===== config.mk =====
export PLATFORM = sky130hd
export DESIGN_NAME = shadow_data_port
export DESIGN_NICKNAME = d
export VERILOG_FILES = /design/src/hdl/shadow_pkg.sv /design/src/hdl/char_fifo_if.sv /design/src/hdl/char_fifo.sv /design/src/hdl/shadow_data_port.sv
export SDC_FILE = /design/constraint.sdc
export NUM_CORES = 1
export LEC_CHECK = 0
export BUFFER_PORTS_ARGS = -buffer_cell sky130_fd_sc_hd__clkbuf_2
export CORE_MARGIN = 2
export CORE_UTILIZATION = 60
export CTS_CLUSTER_DIAMETER = 150
export DETAILED_ROUTE_END_ITERATION = 16
export GPL_ROUTABILITY_DRIVEN = 0
export PLACE_DENSITY = 0.85
export SETUP_SLACK_MARGIN = 0.3
export SYNTH_ARGS = -nofsm -noshare
export SYNTH_HDL_FRONTEND = slang
export SYNTH_SLANG_ARGS = --single-unit

===== constraint.sdc =====
create_clock -name MCLK -period 16.85 [get_ports MCLK]
set_input_delay 0.8425 -clock MCLK [delete_from_list [all_inputs] [get_ports MCLK]]
set_output_delay 0.8425 -clock MCLK [all_outputs]
set_load 0.03 [all_outputs]

===== src/hdl/shadow_pkg.sv =====
// How it works
// - Sixteen word-spaced aliases reach one data path
// - Read gives selected input byte while ready
// - No FIFO: new byte overwrites, flags overrun
// - FIFO on: read returns and pops head
// - Full receive FIFO drops newcomer, flags overrun
// - No FIFO: write clears empty, loads output
// - No FIFO: extra writes overwrite pending byte
// - FIFO on: sixteen characters accepted until full
// - Write into full transmit FIFO is dropped
package shadow_pkg;
  // ----------------------------------------
  // Bus and data widths
  // ----------------------------------------
  localparam int ADDR_W = 32;
  localparam int DATA_W = 32;
  localparam int CHAR_W = 8;
  localparam int FIFO_DEPTH = 16;
  localparam int PTR_W = 4;
  localparam int CNT_W = 5;
  // ----------------------------------------
  // Register byte addresses
  // ----------------------------------------
  localparam logic [31:0] ALIAS_BASE = 32'h5000_1130;
  localparam logic [31:0] ALIAS_SPAN = 32'h0000_0040;
  localparam logic [31:0] ALIAS_THREE_ADDR = 32'h5000_113C;
  localparam logic [31:0] ALIAS_FOUR_ADDR = 32'h5000_1140;
  localparam logic [31:0] FIFO_CONTROL_ADDR = 32'h5000_1108;
  localparam logic [31:0] LINE_STATUS_ADDR = 32'h5000_1114;
  localparam logic [31:0] MODE_CONTROL_ADDR = 32'h5000_1180;
  localparam logic [31:0] INT_STATUS_ADDR = 32'h5000_1184;
  localparam logic [31:0] INT_MASK_ADDR = 32'h5000_1188;
  // ----------------------------------------
  // Field positions
  // ----------------------------------------
  localparam int FIFO_EN_BIT = 0;
  localparam int IR_MODE_BIT = 0;
  localparam int LS_READY_BIT = 0;
  localparam int LS_OVERRUN_BIT = 1;
  localparam int LS_TRANSMIT_HOLDING_EMPTY_BIT = 5;
  localparam int INT_W = 3;
  localparam int INT_RX_BIT = 0;
  localparam int INT_OVR_BIT = 1;
  localparam int INT_TRANSMIT_HOLDING_EMPTY_BIT = 2;
  // ----------------------------------------
  // Reset values
  // ----------------------------------------
  localparam logic [CHAR_W-1:0] CHAR_RESET = 8'h00;
  localparam logic [DATA_W-1:0] WORD_RESET = 32'h0000_0000;
  localparam logic [INT_W-1:0] INT_RESET = 3'h0;
endpackage : shadow_pkg


===== src/hdl/char_fifo_if.sv =====
`timescale 1ns/10ps
interface char_fifo_if;
  import shadow_pkg::*;
  logic push;
  logic pop;
  logic flush;
  logic [CHAR_W-1:0] wdata;
  logic [CHAR_W-1:0] rdata;
  logic full;
  logic empty;
  modport store (input push, input pop, input flush, input wdata,
                 output rdata, output full, output empty);
  modport user (output push, output pop, output flush, output wdata,
                input rdata, input full, input empty);
endinterface : char_fifo_if


===== src/hdl/char_fifo.sv =====
`timescale 1ns/10ps
module char_fifo
  import shadow_pkg::*;
(
  // Clock and reset
  input wire logic clk,
  input wire logic rst_n,
  // Queue port
  char_fifo_if.store fif
);
  typedef struct packed {
    logic [FIFO_DEPTH-1:0][CHAR_W-1:0] mem;
    logic [PTR_W-1:0] wr_ptr;
    logic [PTR_W-1:0] rd_ptr;
    logic [CNT_W-1:0] count;
  } fifo_state_t;

  fifo_state_t q;
  fifo_state_t d;
  logic do_push;
  logic do_pop;

  // ----------------------------------------
  // Next state
  // ----------------------------------------
  always_comb begin
    d = q;
    do_push = fif.push && (q.count != CNT_W'(FIFO_DEPTH));
    do_pop = fif.pop && (q.count != '0);
    if (do_push) begin
      d.mem[q.wr_ptr] = fif.wdata;
      d.wr_ptr = q.wr_ptr + 1'b1;
    end
    if (do_pop) begin
      d.rd_ptr = q.rd_ptr + 1'b1;
    end
    if (do_push && !do_pop) begin
      d.count = q.count + 1'b1;
    end else if (do_pop && !do_push) begin
      d.count = q.count - 1'b1;
    end
    if (fif.flush) begin
      d.wr_ptr = '0;
      d.rd_ptr = '0;
      d.count = '0;
    end
  end

  always_ff @(posedge clk or negedge rst_n) begin
    if (!rst_n) begin
      q <= '0;
    end else begin
      q <= d;
    end
  end

  // ----------------------------------------
  // Status
  // ----------------------------------------
  assign fif.rdata = q.mem[q.rd_ptr];
  assign fif.full = (q.count == CNT_W'(FIFO_DEPTH));
  assign fif.empty = (q.count == '0);
endmodule : char_fifo


===== src/hdl/shadow_data_port.sv =====
// The plain strobed port was decided locally.
`timescale 1ns/10ps
module shadow_data_port
  import shadow_pkg::*;
(
  // Clock and reset
  input wire logic MCLK,
  input wire logic RST_N,
  // Register port
  input wire logic [ADDR_W-1:0] ADDR,
  input wire logic [DATA_W-1:0] WDATA,
  input wire logic WR,
  input wire logic RD,
  output logic [DATA_W-1:0] RDATA,
  // Serial receive side
  input wire logic SER_RX_VALID,
  input wire logic [CHAR_W-1:0] SER_RX_CHAR,
  // Infrared receive side
  input wire logic IR_RX_VALID,
  input wire logic [CHAR_W-1:0] IR_RX_CHAR,
  // Transmit side
  output logic SER_TX_VALID,
  output logic IR_TX_VALID,
  output logic [CHAR_W-1:0] TX_CHAR,
  input wire logic TX_TAKE,
  // Status towards the core
  output logic DATA_READY,
  output logic TX_HOLD_EMPTY,
  output logic FIFO_ENABLE,
  // Interrupt
  output logic IRQ
);
  typedef struct packed {
    logic fifo_en;
    logic ir_mode;
    logic [CHAR_W-1:0] rx_hold;
    logic rx_hold_v;
    logic [CHAR_W-1:0] tx_hold;
    logic tx_hold_v;
    logic [CHAR_W-1:0] stage;
    logic stage_v;
    logic ser_v;
    logic ir_v;
    logic overrun;
    logic transmit_holding_empty_prev;
    logic ready_o;
    logic transmit_holding_empty_o;
    logic [INT_W-1:0] int_stat;
    logic [INT_W-1:0] int_mask;
    logic irq;
    logic [DATA_W-1:0] rdata;
  } port_state_t;

  typedef enum logic [2:0] {
    sel_none = 3'b000,
    sel_data = 3'b001,
    sel_fifo = 3'b010,
    sel_line = 3'b011,
    sel_mode = 3'b100,
    sel_istat = 3'b101,
    sel_imask = 3'b110
  } reg_sel_t;

  port_state_t q;
  port_state_t d;
  logic [1:0] rst_sync_q;
  logic rst_n;
  logic rx_ev;
  logic [CHAR_W-1:0] rx_char;
  logic wr_data;
  logic rd_data;
  logic take;
  logic ready_now;
  logic transmit_holding_empty_now;
  logic fifo_change;
  logic [INT_W-1:0] int_set;
  logic [INT_W-1:0] int_clr;
  reg_sel_t sel;
  logic rx_lost;

  char_fifo_if rxf ();
  char_fifo_if txf ();

  // ----------------------------------------
  // Address decode
  // ----------------------------------------
  function automatic logic is_alias(input logic [ADDR_W-1:0] a);
    logic [ADDR_W-1:0] off;
    off = a - ALIAS_BASE;
    return (off < ALIAS_SPAN) && (a[1:0] == 2'h0);
  endfunction : is_alias

  function automatic logic hit(input logic [ADDR_W-1:0] a, input logic [31:0] reg_addr);
    return a == reg_addr;
  endfunction : hit

  function automatic reg_sel_t decode(input logic [ADDR_W-1:0] a);
    reg_sel_t s;
    s = sel_none;
    if (is_alias(a)) begin
      s = sel_data;
    end else if (hit(a, FIFO_CONTROL_ADDR)) begin
      s = sel_fifo;
    end else if (hit(a, LINE_STATUS_ADDR)) begin
      s = sel_line;
    end else if (hit(a, MODE_CONTROL_ADDR)) begin
      s = sel_mode;
    end else if (hit(a, INT_STATUS_ADDR)) begin
      s = sel_istat;
    end else if (hit(a, INT_MASK_ADDR)) begin
      s = sel_imask;
    end
    return s;
  endfunction : decode

  function automatic logic [DATA_W-1:0] line_word(input logic ready, input logic ovr,
                                                  input logic empty);
    logic [DATA_W-1:0] w;
    w = WORD_RESET;
    w[LS_READY_BIT] = ready;
    w[LS_OVERRUN_BIT] = ovr;
    w[LS_TRANSMIT_HOLDING_EMPTY_BIT] = empty;
    return w;
  endfunction : line_word

  // ----------------------------------------
  // Reset release
  // ----------------------------------------
  always_ff @(posedge MCLK or negedge RST_N) begin
    if (!RST_N) begin
      rst_sync_q <= 2'h0;
    end else begin
      rst_sync_q <= {rst_sync_q[0], 1'b1};
    end
  end

  assign rst_n = rst_sync_q[1];

  // ----------------------------------------
  // Character queues
  // ----------------------------------------
  char_fifo u_rx_fifo (
    .clk(MCLK),
    .rst_n(rst_n),
    .fif(rxf.store)
  );

  char_fifo u_tx_fifo (
    .clk(MCLK),
    .rst_n(rst_n),
    .fif(txf.store)
  );

  // ----------------------------------------
  // Access strobes
  // ----------------------------------------
  assign rx_ev = q.ir_mode ? IR_RX_VALID : SER_RX_VALID;
  assign rx_char = q.ir_mode ? IR_RX_CHAR : SER_RX_CHAR;
  assign wr_data = WR && is_alias(ADDR);
  assign rd_data = RD && is_alias(ADDR);
  assign take = TX_TAKE && q.stage_v;
  assign fifo_change = WR && hit(ADDR, FIFO_CONTROL_ADDR) &&
                       (WDATA[FIFO_EN_BIT] != q.fifo_en);
  assign ready_now = q.fifo_en ? !rxf.empty : q.rx_hold_v;
  assign transmit_holding_empty_now = q.fifo_en ? txf.empty : !q.tx_hold_v;
  assign sel = decode(ADDR);
  assign rx_lost = rx_ev && (q.fifo_en ? rxf.full : (q.rx_hold_v && !rd_data));

  // ----------------------------------------
  // Queue control
  // ----------------------------------------
  assign rxf.push = q.fifo_en && rx_ev && !rxf.full;
  assign rxf.pop = q.fifo_en && rd_data && !rxf.empty;
  assign rxf.flush = fifo_change;
  assign rxf.wdata = rx_char;
  assign txf.push = q.fifo_en && wr_data && !txf.full;
  assign txf.pop = q.fifo_en && !txf.empty && (!q.stage_v || take);
  assign txf.flush = fifo_change;
  assign txf.wdata = WDATA[CHAR_W-1:0];

  // ----------------------------------------
  // Interrupt events
  // ----------------------------------------
  always_comb begin
    int_set = INT_RESET;
    int_set[INT_RX_BIT] = rx_ev;
    int_set[INT_OVR_BIT] = rx_lost;
    int_set[INT_TRANSMIT_HOLDING_EMPTY_BIT] = transmit_holding_empty_now && !q.transmit_holding_empty_prev;
    int_clr = INT_RESET;
    if (WR && hit(ADDR, INT_STATUS_ADDR)) begin
      int_clr = WDATA[INT_W-1:0];
    end
  end

  // ----------------------------------------
  // Next state
  // ----------------------------------------
  always_comb begin
    d = q;
    // Control registers
    if (WR && hit(ADDR, FIFO_CONTROL_ADDR)) begin
      d.fifo_en = WDATA[FIFO_EN_BIT];
    end
    if (WR && hit(ADDR, MODE_CONTROL_ADDR)) begin
      d.ir_mode = WDATA[IR_MODE_BIT];
    end
    if (WR && hit(ADDR, INT_MASK_ADDR)) begin
      d.int_mask = WDATA[INT_W-1:0];
    end
    // Receive holding byte without queue
    if (!q.fifo_en && rd_data) begin
      d.rx_hold_v = 1'b0;
    end
    if (!q.fifo_en && rx_ev) begin
      d.rx_hold = rx_char;
      d.rx_hold_v = 1'b1;
    end
    // Overrun flag, cleared by reading line status
    if (RD && hit(ADDR, LINE_STATUS_ADDR)) begin
      d.overrun = 1'b0;
    end
    if (rx_lost) begin
      d.overrun = 1'b1;
    end
    // Output stage
    if (take) begin
      d.stage_v = 1'b0;
    end
    if (txf.pop) begin
      d.stage = txf.rdata;
      d.stage_v = 1'b1;
    end
    if (!q.fifo_en && q.tx_hold_v && (!q.stage_v || take)) begin
      d.stage = q.tx_hold;
      d.stage_v = 1'b1;
      d.tx_hold_v = 1'b0;
    end
    // Transmit holding byte without queue
    if (!q.fifo_en && wr_data) begin
      d.tx_hold = WDATA[CHAR_W-1:0];
      d.tx_hold_v = 1'b1;
    end
    if (fifo_change) begin
      d.rx_hold_v = 1'b0;
      d.tx_hold_v = 1'b0;
    end
    // Line side outputs follow the mode
    d.ser_v = d.stage_v && !d.ir_mode;
    d.ir_v = d.stage_v && d.ir_mode;
    // Status outputs
    d.ready_o = ready_now;
    d.transmit_holding_empty_o = transmit_holding_empty_now;
    d.transmit_holding_empty_prev = transmit_holding_empty_now;
    // Sticky interrupt bits, set beats clear
    d.int_stat = (q.int_stat & ~int_clr) | int_set;
    d.irq = |(d.int_stat & d.int_mask);
    // Read data stands only in the cycle after the strobe
    d.rdata = WORD_RESET;
    if (RD) begin
      unique case (sel)
        sel_data: begin
          d.rdata[CHAR_W-1:0] = q.fifo_en ? rxf.rdata : q.rx_hold;
        end
        sel_line: begin
          d.rdata = line_word(ready_now, q.overrun, transmit_holding_empty_now);
        end
        sel_fifo: begin
          d.rdata[FIFO_EN_BIT] = q.fifo_en;
        end
        sel_mode: begin
          d.rdata[IR_MODE_BIT] = q.ir_mode;
        end
        sel_istat: begin
          d.rdata[INT_W-1:0] = q.int_stat;
        end
        sel_imask: begin
          d.rdata[INT_W-1:0] = q.int_mask;
        end
        sel_none: begin
          d.rdata = WORD_RESET;
        end
      endcase
    end
  end

  // ----------------------------------------
  // State register
  // ----------------------------------------
  always_ff @(posedge MCLK or negedge rst_n) begin
    if (!rst_n) begin
      q <= '0;
      q.transmit_holding_empty_o <= 1'b1;
      q.transmit_holding_empty_prev <= 1'b1;
    end else begin
      q <= d;
    end
  end

  // ----------------------------------------
  // Outputs
  // ----------------------------------------
  assign RDATA = q.rdata;
  assign SER_TX_VALID = q.ser_v;
  assign IR_TX_VALID = q.ir_v;
  assign TX_CHAR = q.stage;
  assign DATA_READY = q.ready_o;
  assign TX_HOLD_EMPTY = q.transmit_holding_empty_o;
  assign FIFO_ENABLE = q.fifo_en;
  assign IRQ = q.irq;
endmodule : shadow_data_port


After elaboration in Yosys (flattened, before gate mapping):

Index checks and enable logic that the tools add are counted.

* register bits after elaboration: 357
* input bits: 87
* output and inout bits: 46
* word-level logic and storage cells: 211

* $add $sub $neg: 9
* magnitude comparators: 7
* equality and inequality tests: 16
* muxes and demuxes: 49
* bitwise logic cells: 4
* reductions and logical operators: 70

Operator list (number)
* $bwmux 128: 2
* $eq 32x31->1 const B: 5
* $bmux 8 s4: 2
* $demux 8 s4: 2
* $mux 8: 7
* $logic_and 1x1->1: 38
* $lt 32x7->1 const B: 1
* $sub 32x31->32 const B: 1
* $mux 13: 2
* $mux 3: 8
* $lt 4x5->1 const B: 4
* $mux 5: 4
* $add 4x1->4 const B: 4
* $mux 4: 4
* $logic_not 1->1: 14
* $mux 1: 13
* $reduce_bool 2->1: 6
* $reduce_bool 3->1: 4
* $add 5x1->5 const B: 2
* $eq 5x5->1 const B: 2
* $logic_not 5->1: 2
* $mux 10: 1
* $ne 5x5->1 const B: 2
* $pmux 5 s2: 1
* 17 further kinds: 24

Depth between registers and ports, before layout:

* word-level depth: 12
* mapped depth: 13
* depth with buffers taken out: 12

Cells and area by module:

A second synthesis with hierarchy kept.

* cell total of the unflattened synthesis: 1226
* area, all modules: 16733.5 sq um

Modules (own cells, without submodules)
* char_fifo: times used 2, cells each 466, area each 6845.3 sq um, sequential area each 3528.4 sq um
* shadow_data_port: times used 1, cells each 294, area each 3042.9 sq um, sequential area each 1277.5 sq um

Worst setup path before layout:

Ideal clock, no wire load.

* kind: input to register
* start: input ADDR[22]
* end: register u_tx_fifo.q[4] (netlist name)
* library setup time: 0.079 ns
* data arrival time: 4.116 ns
* required time: 16.771 ns
* setup slack: 12.655 ns
* stages on the path: 11
* buffers on the path: 0
* cells stage by stage: or4_4 > or4_4 > nor4_4 > o2111ai_1 > or4_1 > ha_1 > nor2b_1 > o21ai_0 > a21oi_1 > mux2i_1 > mux2i_1

* cells in the longest elaborated chain, start to end: 10
* elaborated cells on any way between the ends: 16
* classes of those cells: 1 x add/sub; 1 x order compare; 1 x eq/ne; 2 x mux; 11 x reduce/logical

Ends and longest elaborated chain
* from (decl): line shadow_data_port.sv:10 `input wire logic [ADDR_W-1:0] ADDR,`
* $sub 32x31->32: line shadow_data_port.sv:89 `off = a - ALIAS_BASE;`
* $lt 32x7->1: line shadow_data_port.sv:90 `return (off < ALIAS_SPAN) && (a[1:0] == 2'h0);`
* $logic_and 1x1->1: line shadow_data_port.sv:90
* $logic_and 1x1->1: line shadow_data_port.sv:159 `assign wr_data = WR && is_alias(ADDR);`
* $logic_and 1x1->1 (2 in series): line shadow_data_port.sv:176 `assign txf.push = q.fifo_en && wr_data && !txf.full;`
* $logic_and 1x1->1: line char_fifo.sv:28 `do_push = fif.push && (q.count != CNT_W'(FIFO_DEPTH));`
* $logic_and 1x1->1 or $logic_not 1->1 (tied branches): line char_fifo.sv:37, char_fifo.sv:39
* $mux 5 or $logic_and 1x1->1 (tied branches): line char_fifo.sv:37, char_fifo.sv:39
* $mux 13 or $reduce_bool 3->1 (tied branches)
* to (signal assigned): line char_fifo.sv:51 `q <= '0;`
* to (signal assigned): line char_fifo.sv:53 `q <= d;`
* to (decl): line char_fifo.sv:18 `fifo_state_t q;`

Several ways; a longest one is shown, not always the timed one.
A chain may end at the register's enable or synchronous reset.

Worst setup path after layout:

* start: input ADDR[15]
* end: register u_tx_fifo.q[4] (netlist name)

Same word-level chain as after synthesis.

==> impl_metrics.json <==
{
  "status": "finished, final reports clean",
  "power.density_mw_per_mm2": 90.9,
  "irDropWorstVdd_mv": 0.0893,
  "drive_above_1_share_pct": 28.7,
  "crit_path_frequent_cell": "mux2i_1",
  "ant_nets": 0,
  "wire_per_inst_um": 21.2,
  "drt_iter0_markers": 1180,
  "boundaryPins": 133,
  "final_cell_mix": "dfrtp_1, nand2_1, o21ai_0",
  "cpPeakStageDelay_ps": 650,
  "nNetsFinal": 1468,
  "track_usage_pct": 26.6,
  "r2r-end": "u_rx_fifo.q[4]",
  "r2r-start": "FIFO_ENABLE",
  "die_h_um": 169,
  "place_hpwl_um": 24000,
  "hold_path.class": "primary input to async pin",
  "synthDistinctLibCells": 75,
  "initial_core_util_pct": 60.8,
  "hold_buffers": 0,
  "cp-end-kind": "flop",
  "ys_warn_count": 0,
  "drt_pre_antenna_iters": 5,
  "cp-start-kind": "primary input",
  "num_rows": 60,
  "area_growth_pct": 8.90,
  "path_cells": "clkbuf_2, nor3_1, nand2_2, o41ai_1, o211ai_2, or4_1, ha_1, nor2b_1, o21ai_0, a21oi_1, mux2i_1, mux2i_1",
  "final_hold_viol_count": 0,
  "fin_util_pct": 66.3,
  "path_buf_inv": 1,
  "cts-resized-gates": 0,
  "power_leakage_nw": 8.25,
  "antenna_found_initial": 2,
  "drc_errors": 0,
  "cp-startpoint": "ADDR[15]",
  "post-route-period-util_pct": 24.8,
  "cts_sinks": 333,
  "coreArea_mm2": 0.0269,
  "vias_per_cell": 6.28,
  "insertion_delay_ps": 540,
  "layout_commonest_cell": "dfrtp_1",
  "max_cap_viol_count": 0,
  "diodes": 0,
  "cts-htree-levels": 2,
  "syn-cell-area_mm2": 0.0164,
  "via_count": 10900,
  "grt_max_degree": 176,
  "reg2reg_depth": 9,
  "fin_tns_setup_ps": 0,
  "path_clk_slew_ps": 60,
  "dieArea_mm2": 0.0286,
  "grt_pass1_wl_um": 59600,
  "grt_pass1_vias": 11000,
  "cts_setup_buffers": 0,
  "fmax_ghz": 0.240,
  "drv_slew": 0,
  "cts_tree": "done",
  "synthCells": 1330,
  "arrival_ps": 4620,
  "async_flop_share_pct": 100,
  "path_max_fanout": 8,
  "synth_area_per_cell_um2": 12.3,
  "crit_slowest_cell": "or4_1",
  "fin_crit_ps": 4170,
  "critPathRequiredTime_ps": 17300,
  "die_x_um": 169,
  "numPortBuffers": 84,
  "slew_headroom_pct": 28.2,
  "worst_slew_pin_slew_ps": 1080,
  "numCtsBuffers": 36,
  "finalClockSkew_ps": 22.6,
  "cpLargestDelayFamily": "simple AND/OR/NAND/NOR gates",
  "ff2ff_setup_slack_ps": 13490,
  "cts.path.max_buffers": 3,
  "grt_overflow_total": 0,
  "synth_edf_count": 0,
  "synth-seq-cells": 333,
  "rsz0062_at_grt": "no",
  "synthFlopType": "dfrtp_1",
  "root_buffer": "clkbuf_16",
  "yosysSeqAreaShare_pct": 51.0,
  "crit_type": "primary input to flop",
  "setup_viol": 0,
  "routed_wl_um": 36600
}
==> synth_stat cells (all sizes together) (5+ instances only) <==
master / n / area [um2]
clkbuf: 48 / 180
nor4: 10 / 77.6
dfrtp: 332 / 8310
buf: 82 / 594
mux4: 80 / 1800
ha: 16 / 200
mux2: 140 / 1640
and3: 7 / 53.8
or4: 5 / 48.8
xnor2: 12 / 105
a222oi: 8 / 80.1
nand3: 23 / 115
nor3: 19 / 111
and2: 5 / 31.3
nand2: 163 / 614
o21ai: 140 / 704
nand2b: 11 / 68.8
nor2b: 11 / 68.8
inv: 29 / 109
xor2: 7 / 61.3
o2111ai: 5 / 61.3
and4b: 8 / 81.3
nand4: 12 / 75.1
mux2i: 30 / 300
nor2: 47 / 176
a21oi: 25 / 125
==> registers in the layout, indices dropped and copies added (netlist names), 2 cells and up <==
name and flops:
q 27, RDATA 8, u_rx_fifo.q 141, TX_CHAR 8
u_tx_fifo.q 141, rst_sync_q 2
==> layout make-up <==
| type | instances | area [um2] |
|---|---|---|
| multi-input combinational | 861 | 7230 |
| inverter | 29 | 109 |
| clock inverter | 10 | 83.8 |
| fill | 1838 | 9070 |
| timing repair buffer | 102 | 568 |
| clock buffer | 55 | 1050 |
| sequential | 333 | 8340 |
| tap | 341 | 427 |
==> layer usage <==
| metal | up-vias | global-route usage (%) | routed length (um) |
|---|---|---|---|
| met3 | 87 | 5.03 | 2220 |
| met5 | - | 0 | 26 |
| met2 | 397 | 44.5 | 18500 |
| met1 | 5589 | 35.8 | 14900 |
| li1 | 4799 | - | - |
| met4 | 4 | 7.99 | 967 |
==> logic make-up (layout without fill, tap and decap cells) <==
| kind of cell | count (synthesis) | count (layout) | synth area share, % |
|---|---|---|---|
| fa+ha+maj | 18 | 18 | 1.47 |
| compound gates | 210 | 210 | 7.87 |
| xor+xnor | 19 | 19 | 1.02 |
| other cells | 2 | 25 | 0.0459 |
| mux | 250 | 250 | 22.9 |
| flops | 333 | 333 | 51.0 |
| buf+inv | 159 | 196 | 5.40 |
| simple gates | 339 | 339 | 10.3 |
==> report_power, final <==
part           switching, W  internal (W)
clock network      0.000320      0.000435
registers        0.00000441      0.000802
logic             0.0000438     0.0000131
==> worst max-delay path by stage <==
| stage | to | slack (ps) | cells past startpoint |
|---|---|---|---|
| detailed placement | u_tx_fifo.q[4] | 12190 | 12 |
| finish | u_tx_fifo.q[4] | 12680 | 12 |
| CTS | u_tx_fifo.q[4] | 12730 | 12 |
| global placement | u_tx_fifo.q[4] | 12310 | 12 |
| global route | u_tx_fifo.q[4] | 12510 | 12 |
| floorplan | DATA_READY | 6880 | 0 |
==> stage by stage <==
step                total power, W  hold slack [ps]  setup slack, ps  instance area, um2  instances
finish                     0.00162             98.3            12680               17800       1731
global route               0.00167             84.7            12510               17800       1731
CTS                        0.00163             91.8            12730               17800       1731
detailed placement        0.000877              340            12190               16700       1666
global placement          0.000875              337            12310               16700       1666
floorplan                 0.000858              331             6880               16400       1353
No activity file was read; power rests on OpenSTA's default activity.
